File: src/inc/mms_pkg.sv
package mms_pkg;

  // Register indices; byte address is four times the index.
  localparam logic [7:0] IDX_LUT_PHASE1      = 8'h19;
  localparam logic [7:0] IDX_LUT_PHASE2      = 8'h1a;
  localparam logic [7:0] IDX_VOLTAGE_REF     = 8'h1d;
  localparam logic [7:0] IDX_FORCE_AFTER     = 8'h1e;
  localparam logic [7:0] IDX_REAL_FORCE      = 8'h1f;
  localparam logic [7:0] IDX_FORCE_BEFORE    = 8'h20;
  localparam logic [7:0] IDX_SEARCH_LOWER    = 8'h24;
  localparam logic [7:0] IDX_SEARCH_UPPER    = 8'h25;
  localparam logic [7:0] IDX_ENC_SINE        = 8'h28;
  localparam logic [7:0] IDX_ENC_COSINE      = 8'h29;
  localparam logic [7:0] IDX_ENC_AMP_SQ      = 8'h2b;
  localparam logic [7:0] IDX_ENC_LIMITS      = 8'h2c;
  localparam logic [7:0] IDX_DIGITAL_INPUTS  = 8'h32;
  localparam logic [7:0] IDX_ANALOG_INPUT    = 8'h33;
  localparam logic [7:0] IDX_EXT_DIGITAL     = 8'h37;
  localparam logic [7:0] IDX_EXT_ANALOG1     = 8'h38;
  localparam logic [7:0] IDX_EXT_ANALOG2     = 8'h39;
  localparam logic [7:0] IDX_EXT_ANALOG3     = 8'h3a;
  localparam logic [7:0] IDX_EXT_ANALOG4     = 8'h3b;
  localparam logic [7:0] IDX_STATUS_ONE      = 8'h3c;
  localparam logic [7:0] IDX_STATUS_TWO      = 8'h3d;

  // Status word one bit positions.
  localparam int ST1_POWERED   = 0;
  localparam int ST1_INIT_ONCE = 1;
  localparam int ST1_HOMED     = 2;
  localparam int ST1_PRESENT   = 3;
  localparam int ST1_MOVING    = 4;
  localparam int ST1_IN_WINDOW = 5;
  localparam int ST1_WAITING   = 7;
  localparam int ST1_SEQ_RUN   = 8;
  localparam int ST1_SEQ_EDIT  = 9;
  localparam int ST1_ERROR     = 10;
  localparam int ST1_TRACE     = 11;
  localparam int ST1_HOMING    = 13;
  localparam int ST1_WARNING   = 23;
  localparam int ST2_SEQ_ERR   = 0;

  localparam logic [31:0] ST1_RESET = 32'h0000_0008;
  localparam logic [31:0] ST2_RESET = 32'h0000_0000;
  localparam logic [22:0] AMP_SQ_MAX = 23'h40_0000;
  localparam logic [12:0] EXT_AN_MAX = 13'h1fff;
  localparam int EXT_AN_WIDTH = 14;
  localparam int SYNC_WIDTH = 14;

  // Values from the controller's regulators and encoder interface.
  typedef struct packed {
    logic [15:0] lut_phase1;
    logic [15:0] lut_phase2;
    logic [31:0] voltage_ref_phase1;
    logic [15:0] force_after_adv_filter;
    logic [15:0] real_force;
    logic [15:0] force_before_adv_filter;
    logic [15:0] encoder_sine;
    logic [15:0] encoder_cosine;
  } mms_loop_s;

  // Status events from the sequence engine.
  typedef struct packed {
    logic powered;
    logic power_on_command;
    logic homing_done_ok;
    logic homing_active;
    logic moving;
    logic in_window;
    logic waiting;
    logic seq_running;
    logic seq_edit;
    logic error_mode;
    logic trace_busy;
    logic warning;
    logic seq_error_label;
  } mms_state_s;

endpackage

File: src/verilog/mms_bank.sv
`timescale 1ns/1ps
// Function
// - Status one bit 0 reads 1 while powered on.
// - Status one bit 1 sets on first power-on command and stays set.
// - Status one bit 2 sets when homing completes successfully.
// - Status one bit 3 always reads 1; reset value is 8.
// - Status one bit 4 set while a trajectory runs.
// - Status one bit 5 set while inside position/time window.
// - Bit 7 shows waiting; bit 8 shows internal sequence running.
// - Bit 9 shows sequence edit mode.
// - Bit 10 shows error mode; bit 23 shows global warning.
// - Bit 11 held high through a register trace acquisition.
// - Bit 13 set while homing is in progress.
// - Status two bit 0 shows pending sequence error label; reset 0.
// - Digital inputs at bits 0-1 and 8-9, bits 2-7 zero.
// - Limit word: low switch bit 0, high switch bit 1.
// - Encoder sine and cosine are signed 16-bit monitors.
// - Sum of squared sine and cosine, capped at 4194304.
// - Limit search captures lower and upper signed 32-bit positions.
// - Eight expansion digital inputs in one byte-wide word.
// - Four expansion analog inputs, signed 14-bit ranged values.
// - Three force monitors, each signed 16-bit.
// - Lookup values signed 16-bit; phase 1 voltage reference 32-bit.
module mms_bank
  import mms_pkg::*;
(
  // Clock and reset
  input  wire logic        core_clk,
  input  wire logic        rst_n,
  // Register port
  input  wire logic [7:0]  reg_addr,
  input  wire logic [31:0] reg_wdata,
  input  wire logic        reg_wr,
  input  wire logic        reg_rd,
  output logic      [31:0] reg_rdata,
  // Internal controller sources
  input  wire mms_loop_s   loop_in,
  input  wire mms_state_s  state_in,
  input  wire logic        limit_search_done,
  input  wire logic [31:0] search_lower_in,
  input  wire logic [31:0] search_upper_in,
  input  wire logic [15:0] analog_in,
  input  wire logic [13:0] ext_analog_in1,
  input  wire logic [13:0] ext_analog_in2,
  input  wire logic [13:0] ext_analog_in3,
  input  wire logic [13:0] ext_analog_in4,
  // Pins
  input  wire logic        low_limit_switch,
  input  wire logic        high_limit_switch,
  input  wire logic [3:0]  digital_in_pins,
  input  wire logic [7:0]  ext_digital_pins
);

  // Pin inputs pass three flops; a change counts when the last two agree.
  logic [SYNC_WIDTH-1:0] pin_raw;
  logic [SYNC_WIDTH-1:0] sync_a;
  logic [SYNC_WIDTH-1:0] sync_b;
  logic [SYNC_WIDTH-1:0] sync_c;
  logic [SYNC_WIDTH-1:0] pin_clean;

  assign pin_raw = {ext_digital_pins, digital_in_pins,
                    high_limit_switch, low_limit_switch};

  genvar gi;
  generate
    for (gi = 0; gi < SYNC_WIDTH; gi++) begin : g_sync
      always_ff @(posedge core_clk or negedge rst_n) begin
        if (!rst_n) begin
          sync_a[gi]    <= 1'b0;
          sync_b[gi]    <= 1'b0;
          sync_c[gi]    <= 1'b0;
          pin_clean[gi] <= 1'b0;
        end else begin
          sync_a[gi] <= pin_raw[gi];
          sync_b[gi] <= sync_a[gi];
          sync_c[gi] <= sync_b[gi];
          if (sync_b[gi] == sync_c[gi]) begin
            pin_clean[gi] <= sync_c[gi];
          end
        end
      end
    end
  endgenerate

  logic [31:0] enc_limits;
  logic [31:0] digital_word;
  logic [7:0]  ext_digital;
  assign enc_limits   = {30'h0, pin_clean[1:0]};
  assign digital_word = {22'h0, pin_clean[5:4], 6'h0,
                         pin_clean[3:2]};
  assign ext_digital  = pin_clean[13:6];

  // Sum of squares; the square of a 16-bit value needs 32 bits, so the
  // sum is kept at 33 bits and clamped to the monitor's ceiling.
  logic [31:0] sq_sin;
  logic [31:0] sq_cos;
  logic [32:0] sq_sum;
  logic [31:0] amp_sq;
  assign sq_sin = 32'($signed(loop_in.encoder_sine) *
                      $signed(loop_in.encoder_sine));
  assign sq_cos = 32'($signed(loop_in.encoder_cosine) *
                      $signed(loop_in.encoder_cosine));
  assign sq_sum = {1'b0, sq_sin} + {1'b0, sq_cos};

  always_ff @(posedge core_clk or negedge rst_n) begin
    if (!rst_n) begin
      amp_sq <= 32'h0;
    end else if (sq_sum > {10'h0, AMP_SQ_MAX}) begin
      amp_sq <= {9'h0, AMP_SQ_MAX};
    end else begin
      amp_sq <= sq_sum[31:0];
    end
  end

  // Limit search results hold until the next search completes.
  logic [31:0] search_lower;
  logic [31:0] search_upper;
  always_ff @(posedge core_clk or negedge rst_n) begin
    if (!rst_n) begin
      search_lower <= 32'h0;
      search_upper <= 32'h0;
    end else if (limit_search_done) begin
      search_lower <= search_lower_in;
      search_upper <= search_upper_in;
    end
  end

  // Expansion analog inputs are signed 14-bit values, sign-extended.
  function automatic logic [15:0] ext_clamp(input logic [13:0] v);
    ext_clamp = {{2{v[13]}}, v};
  endfunction

  logic [15:0] ext_an1;
  logic [15:0] ext_an2;
  logic [15:0] ext_an3;
  logic [15:0] ext_an4;
  assign ext_an1 = ext_clamp(ext_analog_in1);
  assign ext_an2 = ext_clamp(ext_analog_in2);
  assign ext_an3 = ext_clamp(ext_analog_in3);
  assign ext_an4 = ext_clamp(ext_analog_in4);

  // The init-once flag is sticky: only reset clears it.
  logic init_once;
  always_ff @(posedge core_clk or negedge rst_n) begin
    if (!rst_n) begin
      init_once <= 1'b0;
    end else if (state_in.power_on_command) begin
      init_once <= 1'b1;
    end
  end

  logic [31:0] status_one;
  logic [31:0] status_two;
  always_ff @(posedge core_clk or negedge rst_n) begin
    if (!rst_n) begin
      status_one <= ST1_RESET;
      status_two <= ST2_RESET;
    end else begin
      status_one                <= ST1_RESET;
      status_one[ST1_POWERED]   <= state_in.powered;
      status_one[ST1_INIT_ONCE] <= init_once | state_in.power_on_command;
      status_one[ST1_HOMED]     <= state_in.homing_done_ok;
      status_one[ST1_MOVING]    <= state_in.moving;
      status_one[ST1_IN_WINDOW] <= state_in.in_window;
      status_one[ST1_WAITING]   <= state_in.waiting;
      status_one[ST1_SEQ_RUN]   <= state_in.seq_running;
      status_one[ST1_SEQ_EDIT]  <= state_in.seq_edit;
      status_one[ST1_ERROR]     <= state_in.error_mode;
      status_one[ST1_TRACE]     <= state_in.trace_busy;
      status_one[ST1_HOMING]    <= state_in.homing_active;
      status_one[ST1_WARNING]   <= state_in.warning;
      status_two                <= ST2_RESET;
      status_two[ST2_SEQ_ERR]   <= state_in.seq_error_label;
    end
  end

  // Read mux; writes are accepted and ignored, since every word is a
  // monitor of hardware state, live or, for the two search positions, held from the last search.
  logic [31:0] next_rdata;
  always_comb begin
    case (reg_addr)
      IDX_LUT_PHASE1:     next_rdata = {{16{loop_in.lut_phase1[15]}},
                                        loop_in.lut_phase1};
      IDX_LUT_PHASE2:     next_rdata = {{16{loop_in.lut_phase2[15]}},
                                        loop_in.lut_phase2};
      IDX_VOLTAGE_REF:    next_rdata = loop_in.voltage_ref_phase1;
      IDX_FORCE_AFTER:    next_rdata =
        {{16{loop_in.force_after_adv_filter[15]}},
         loop_in.force_after_adv_filter};
      IDX_REAL_FORCE:     next_rdata = {{16{loop_in.real_force[15]}},
                                        loop_in.real_force};
      IDX_FORCE_BEFORE:   next_rdata =
        {{16{loop_in.force_before_adv_filter[15]}},
         loop_in.force_before_adv_filter};
      IDX_SEARCH_LOWER:   next_rdata = search_lower;
      IDX_SEARCH_UPPER:   next_rdata = search_upper;
      IDX_ENC_SINE:       next_rdata = {{16{loop_in.encoder_sine[15]}},
                                        loop_in.encoder_sine};
      IDX_ENC_COSINE:     next_rdata = {{16{loop_in.encoder_cosine[15]}},
                                        loop_in.encoder_cosine};
      IDX_ENC_AMP_SQ:     next_rdata = amp_sq;
      IDX_ENC_LIMITS:     next_rdata = enc_limits;
      IDX_DIGITAL_INPUTS: next_rdata = digital_word;
      IDX_ANALOG_INPUT:   next_rdata = {{16{analog_in[15]}},
                                        analog_in};
      IDX_EXT_DIGITAL:    next_rdata = {24'h0, ext_digital};
      IDX_EXT_ANALOG1:    next_rdata = {{16{ext_an1[15]}}, ext_an1};
      IDX_EXT_ANALOG2:    next_rdata = {{16{ext_an2[15]}}, ext_an2};
      IDX_EXT_ANALOG3:    next_rdata = {{16{ext_an3[15]}}, ext_an3};
      IDX_EXT_ANALOG4:    next_rdata = {{16{ext_an4[15]}}, ext_an4};
      IDX_STATUS_ONE:     next_rdata = status_one;
      IDX_STATUS_TWO:     next_rdata = status_two;
      default:            next_rdata = 32'h0;
    endcase
  end

  always_ff @(posedge core_clk or negedge rst_n) begin
    if (!rst_n) begin
      reg_rdata <= 32'h0;
    end else if (reg_rd) begin
      reg_rdata <= next_rdata;
    end else begin
      reg_rdata <= 32'h0;
    end
  end
endmodule // mms_bank
File: config.mk
export PLATFORM = sky130hd
export DESIGN_NAME = mms_bank
export DESIGN_NICKNAME = d
export VERILOG_FILES = /design/src/inc/mms_pkg.sv /design/src/verilog/mms_bank.sv
export SDC_FILE = /design/constraint.sdc
export NUM_CORES = 2
export LEC_CHECK = 0
export ABC_AREA = 1
export BUFFER_PORTS_ARGS = -buffer_cell sky130_fd_sc_hd__buf_2
export CAP_MARGIN = 20
export CORE_ASPECT_RATIO = 0.7
export CORE_UTILIZATION = 45
export CTS_CLUSTER_SIZE = 28
export DETAILED_ROUTE_END_ITERATION = 16
export HOLD_SLACK_MARGIN = 0.05
export SYNTH_ARGS = -nofsm -noshare
export SYNTH_HDL_FRONTEND = slang
export SYNTH_SLANG_ARGS = --single-unit
File: constraint.sdc
create_clock -name core_clk -period 1.9 [get_ports core_clk]
set_input_delay 0.19 -clock core_clk [delete_from_list [all_inputs] [get_ports core_clk]]
set_output_delay 0.19 -clock core_clk [all_outputs]
set_load 0.02 [all_outputs]
After elaboration in Yosys (flattened, before gate mapping)
Index checks and enable logic that the tools add are counted.
{"block": "totals", "regBits": 198, "input_bits": 352, "out_inout_bits": 32}
{"block": "classes", "add_sub_neg": 1, "mul": 2, "magnitude_cmp": 1, "n_eq_ne": 35, "mux": 3, "n_bitwise": 1}
{"operator": "$pmux 32 s21", "n": 1}
{"operator": "$eq 8x6->1 const B", "n": 16}
{"operator": "$mul 16x16->32", "n": 2}
{"operator": "$mux 32", "n": 2}
{"operator": "$eq 8x5->1 const B", "n": 5}
{"operator": "$add 32x32->33", "n": 1}
{"operator": "$gt 33x23->1 const B", "n": 1}
{"operator": "$eq 1x1->1", "n": 14}
{"operator": "$or 1x1->1", "n": 1}

Logic depth before layout (Yosys ltp)
{"block": "logic_depth", "word_depth": 4, "depth_mapped": 42, "depth_no_buf": 40}

Worst setup path after synthesis
Ideal clock, no wire load.
{"block": "synth_timing", "path_kind": "input to register", "start": "in loop_in[15] in the netlist's numbering", "end": "reg amp_sq[13]", "setup_ns": 0.069, "t_arrival_ns": 6.965, "required_time_ns": 1.831, "setup_slack_ns": -5.134, "stages": 38, "path_cell_list": "clkbuf_1 > clkbuf_1 > nand2_1 > inv_1 > fa_1 > inv_1 > fa_1 > inv_1 > fa_1 > fa_1 > fa_1 > fa_1 > ha_1 > nand2_1 > nor2_1 > inv_1 > nor3_1 > nand3_1 > [2 not listed] > nand3_1 > xor2_1 > inv_1 > ha_1 > inv_1 > o21ai_0 > a31oi_1 > nand2_1 > nor2_1 > nand2_1 > nand2_1 > nand2_1 > nor2_1 > nand2_1 > nor2_2 > nand3_2 > buf_6 > nor2_2"}
{"block": "synth_between", "elab_chain_len": 4}
{"item": "start, declared", "line": "mms_bank.sv:37", "text": "input wire mms_loop_s loop_in,"}
{"item": "$mul 16x16->32", "line": "mms_bank.sv:101", "text": "assign sq_cos = 32'($signed(loop_in.encoder_cosine) *"}
{"item": "$add 32x32->33", "line": "mms_bank.sv:103", "text": "assign sq_sum = {1'b0, sq_sin} + {1'b0, sq_cos};"}
{"item": "$gt 33x23->1", "line": "mms_bank.sv:108", "text": "end else if (sq_sum > {10'h0, AMP_SQ_MAX}) begin"}
{"item": "$mux 32", "line": "mms_bank.sv:108"}
{"item": "end signal, assigned", "line": "mms_bank.sv:109", "text": "amp_sq <= {9'h0, AMP_SQ_MAX};"}
{"item": "end signal, assigned", "line": "mms_bank.sv:111", "text": "amp_sq <= sq_sum[31:0];"}
{"item": "end, declared", "line": "mms_bank.sv:98", "text": "logic [31:0] amp_sq;"}
Every way passes these cells.
A chain may end at the register's enable or synchronous reset.

Worst setup path in the final report
{"block": "layout_timing", "start": "in loop_in[2] in the netlist's numbering", "end": "reg amp_sq[21]"}
{"block": "layout_between", "elab_chain_len": 4}
{"item": "$mul 16x16->32 *", "line": "mms_bank.sv:101"}
{"item": "$add 32x32->33 *", "line": "mms_bank.sv:103"}
{"item": "$gt 33x23->1", "line": "mms_bank.sv:108"}
{"item": "$mux 32 *", "line": "mms_bank.sv:108"}
Every way passes the cells marked *; elsewhere a longest branch is shown, timed or not.

==> flow_summary.rst <==
.. list-table::
   :header-rows: 1

   * - Metric
     - Value
   * - Share of flip-flops with an asynchronous set or reset
     - 100%
   * - Area of the mapped netlist
     - 29100 um^2
   * - Final setup fails
     - 23
   * - Crit path max-delay cell type
     - sky130_fd_sc_hd__fa_2
   * - P&R area growth vs syn
     - 39.5%
   * - Measured slew at the worst slew-check pin
     - 657 ps
   * - Layout fillers
     - 5503
   * - Worst setup path class
     - in -> reg
   * - Mean cell area of the mapped netlist
     - 8.23 um^2
   * - Register bit count reported by yosys
     - between 150 and 200
   * - Launching element type of the critical path
     - primary input
   * - Smallest setup slack after layout
     - -4920 ps
   * - Fraction of layout instances using a drive strength above 1
     - between 30% and 40%
   * - Leading cell types by total area after synthesis
     - sky130_fd_sc_hd__fa_1, sky130_fd_sc_hd__dfrtp_1, sky130_fd_sc_hd__inv_1
   * - Overflow left after global routing
     - 0
   * - Placer Congestion
     - 0.951
   * - Vias after detailed routing
     - ~27000
   * - Worst hold path class
     - in -> reg
   * - Synthesized instance count
     - 3539
   * - Total count of hold-check failures in the final report
     - 0
   * - Clock tree from TritonCTS
     - built
   * - Global-route wire length before repair
     - 149000 um
   * - Num CTS Buffers
     - 17
   * - Die Wd
     - 306 um
   * - Die Area
     - 65700 um^2
   * - Met3 capacity usage during global routing
     - under 10%
   * - Cell taking the most area after synthesis
     - sky130_fd_sc_hd__fa_1
   * - Number of global-route vias before repair
     - 27200
   * - Max-cap violations
     - 0
   * - Buffer type at the clock tree root
     - sky130_fd_sc_hd__clkbuf_16
   * - Met1 track demand over resource in global routing
     - 42.3%
   * - Crit path max-delay family
     - adder cells
   * - Number of buffers and inverters on the critical path
     - 9
   * - Setup repair after global routing missed its margin
     - yes
   * - EDFF count, synth
     - 0
   * - Largest incremental delay on the critical path
     - between 600 and 700 ps
   * - Final count of pins violating max slew
     - 0
   * - Final-stage net count
     - around 5700
   * - Number of design rule violations left after detail routing
     - 0
   * - Most used cells in the layout excluding fill and tap cells
     - sky130_fd_sc_hd__inv_1, sky130_fd_sc_hd__buf_4, sky130_fd_sc_hd__nand2_1
   * - I/O pin total
     - 384
   * - GR peak layer
     - met2
   * - Shortest clock period the worst path allows after layout
     - roughly 6800 ps
   * - Met2 global-route usage
     - 46.7%
   * - Post-layout util
     - 63.9%
   * - Total Wirelength
     - roughly 94000 um
   * - Maximum number of pins on one net before global-route repair
     - 54
   * - Most frequent standard cell in the layout excluding fill and tap cells
     - sky130_fd_sc_hd__inv_1
   * - Worst setup timing slack at the placement stage
     - -5770 ps
   * - Post-DR vias/cell
     - 4.85
   * - Worst rel slew slack
     - 56.2%
   * - CTS HTree Levels
     - 4
   * - Fin crit share
     - 359%
   * - Final sum of negative setup slack
     - -112820 ps
   * - Core Rows
     - 77
   * - Crit. End Element
     - flip-flop
   * - Multi-input gate area
     - 21600 um^2
   * - CTS sink count
     - 198
   * - Number of optimization iterations in the first detailed-route pass
     - 6
   * - Worst path most repeated cell
     - sky130_fd_sc_hd__fa_1
   * - Wire per inst
     - 17.2 um
   * - Share of the synthesized area in the top cell type
     - 32.8%
   * - Clock-pin slew on the worst setup and hold paths
     - 80 ps
   * - Critical path data required time
     - between 2000 and 2500 ps
   * - DP HPWL
     - 80800 um
   * - Setup skew after layout
     - 14.6 ps
   * - Core area
     - 63600 um^2
   * - Clock Tree Buf Depth
     - 2
   * - Initial antenna violation count
     - 10
   * - Most common flop cell mapped by yosys
     - sky130_fd_sc_hd__dfrtp_1
   * - Violation count after the first detailed-route iteration
     - 1845
   * - Seq/Total Area, Yosys
     - 17.0%
   * - Number of routed nets with antenna violations
     - 0
   * - Highest net fanout along the worst path
     - 5
   * - Sequential Area
     - between 4000 and 5000 um^2
   * - Initial Util
     - between 40% and 50%
   * - Vertical extent of the die
     - 215 um
   * - Clock latency of the later-clocked register in the worst-skew pair
     - around 460 ps
   * - Total of buffers placed on input and output ports
     - 350
   * - Synthesis warning total
     - 0
   * - Total instance count after detailed placement
     - roughly 5300
   * - Max frequency
     - 147 MHz
   * - Worst endpoint data arrival time
     - between 7000 and 8000 ps
   * - Violated checks
     - negative setup slack
   * - Run status
     - finished, violations left
   * - Overall global routing resource usage
     - approximately 29%
   * - Non-filler instance count after layout
     - 5476
   * - Number of unique standard cell types used by synthesis
     - 52
==> flip-flops by register name, summed over array words and instances, names as in the netlist <==
| register | count |
|---|---|
| amp_sq | 32 |
| digital_word | 4 |
| enc_limits | 2 |
| ext_digital | 8 |
| init_once | 1 |
| reg_rdata | 32 |
| search_lower | 32 |
| search_upper | 32 |
| status_one | 12 |
| status_two | 1 |
| sync_a | 14 |
| sync_b | 14 |
| sync_c | 14 |
==> path summary, 6_finish.rpt <==
| check | cells after the start | end | from | slack (ps) |
|---|---|---|---|---|
| max | 37 | amp_sq[21]$_DFF_PN0_ | loop_in[2] | -4920 |
| min | 3 | search_upper[1]$_DFFE_PN0P_ | search_upper_in[1] | 70 |
| max reg2reg | 8 | reg_rdata[10]$_DFF_PN0_ | search_upper[10]$_DFFE_PN0P_ | 330 |
| min reg2reg | 0 | sync_b[0]$_DFF_PN0_ | sync_a[0]$_DFF_PN0_ | 350 |
| max in group asynchronous | 3 | status_one[23]$_DFF_PN0_ | rst_n | 1040 |
| min in group asynchronous | 2 | sync_a[11]$_DFF_PN0_ | rst_n | 250 |
==> kinds of logic after synthesis <==
group                    after synthesis  share of synthesized area (%)
flip-flops                           198                           17.0
buffers and inverters               1057                           13.7
AO/OA/AOI/OAI                        371                           8.04
adder cells (fa/ha/maj)              693                           42.0
AND/OR/NAND/NOR                     1110                           15.8
XOR/XNOR                              89                           2.68
multiplexers                          20                          0.773
other                                  1                         0.0129
==> layout make-up <==
cell class	instances	share of cell area, %
multi-input combinational	2292	53.3
timing repair buffer	1171	21.7
sequential	198	12.2
inverter	946	8.77
tap	829	2.55
clock buffer	17	1.05
clock inverter	15	0.425
antenna	8	0.0493
==> stage by stage <==
step / hold slack, ps / instance area [um^2]
finish: 71.5 / 40600
detailed placement: 143 / 37300
global placement: 146 / 37300
floorplan: -106 / 29700
global route: 75.6 / 40600
CTS: 67.8 / 39800
==> layer usage <==
| metal | routed length, um | vias up |
|---|---|---|
| li1 | - | 12800 |
| met1 | 43500 | 12900 |
| met2 | 43200 | 723 |
| met3 | 4850 | 103 |
| met4 | 2420 | 4 |
| met5 | 27 | - |
==> worst reg2reg max path, stage by stage (launching register included) <==
cell and delay, ps:
sky130_fd_sc_hd__dfrtp_1 360, sky130_fd_sc_hd__inv_1 70, sky130_fd_sc_hd__o21ai_0 90, sky130_fd_sc_hd__buf_4 150, sky130_fd_sc_hd__a221oi_1 290, sky130_fd_sc_hd__buf_4 180, sky130_fd_sc_hd__nand3_1 120, sky130_fd_sc_hd__nor2_1 140
sky130_fd_sc_hd__nor2_1 50
==> cell usage after synthesis (9+ instances only) <==
library cell,instances
sky130_fd_sc_hd__a2111oi_0,10
sky130_fd_sc_hd__a211oi_1,12
sky130_fd_sc_hd__a21o_1,12
sky130_fd_sc_hd__a21oi_1,108
sky130_fd_sc_hd__a221oi_1,38
sky130_fd_sc_hd__a22o_1,13
sky130_fd_sc_hd__a31oi_1,10
sky130_fd_sc_hd__clkbuf_1,100
sky130_fd_sc_hd__dfrtp_1,198
sky130_fd_sc_hd__fa_1,477
sky130_fd_sc_hd__ha_1,202
sky130_fd_sc_hd__inv_1,939
sky130_fd_sc_hd__maj3_1,14
sky130_fd_sc_hd__mux2_2,20
sky130_fd_sc_hd__nand2_1,739
sky130_fd_sc_hd__nand2_2,15
sky130_fd_sc_hd__nand3_1,81
sky130_fd_sc_hd__nand3b_1,9
sky130_fd_sc_hd__nand4_1,30
sky130_fd_sc_hd__nor2_1,165
sky130_fd_sc_hd__nor2_2,25
sky130_fd_sc_hd__nor3_1,21
sky130_fd_sc_hd__o2111ai_1,11
sky130_fd_sc_hd__o211ai_1,15
sky130_fd_sc_hd__o21ai_0,101
sky130_fd_sc_hd__o21bai_1,9
sky130_fd_sc_hd__xnor2_1,34
sky130_fd_sc_hd__xor2_1,55
==> timing repair <==
item / in CTS / in global routing
resized for setup: 216 / 154
setup buffers: 18 / 17
hold buffers: 96 / 0
endpoints found under the hold margin: 224 / 0
endpoints found under the setup margin: 23 / 24
pin swaps: 48 / 95
cloned: 2 / 1
Power is left out: the tool's default activity adds up to more than one toggle a clock period on the data nets, which glitch-free logic cannot reach.
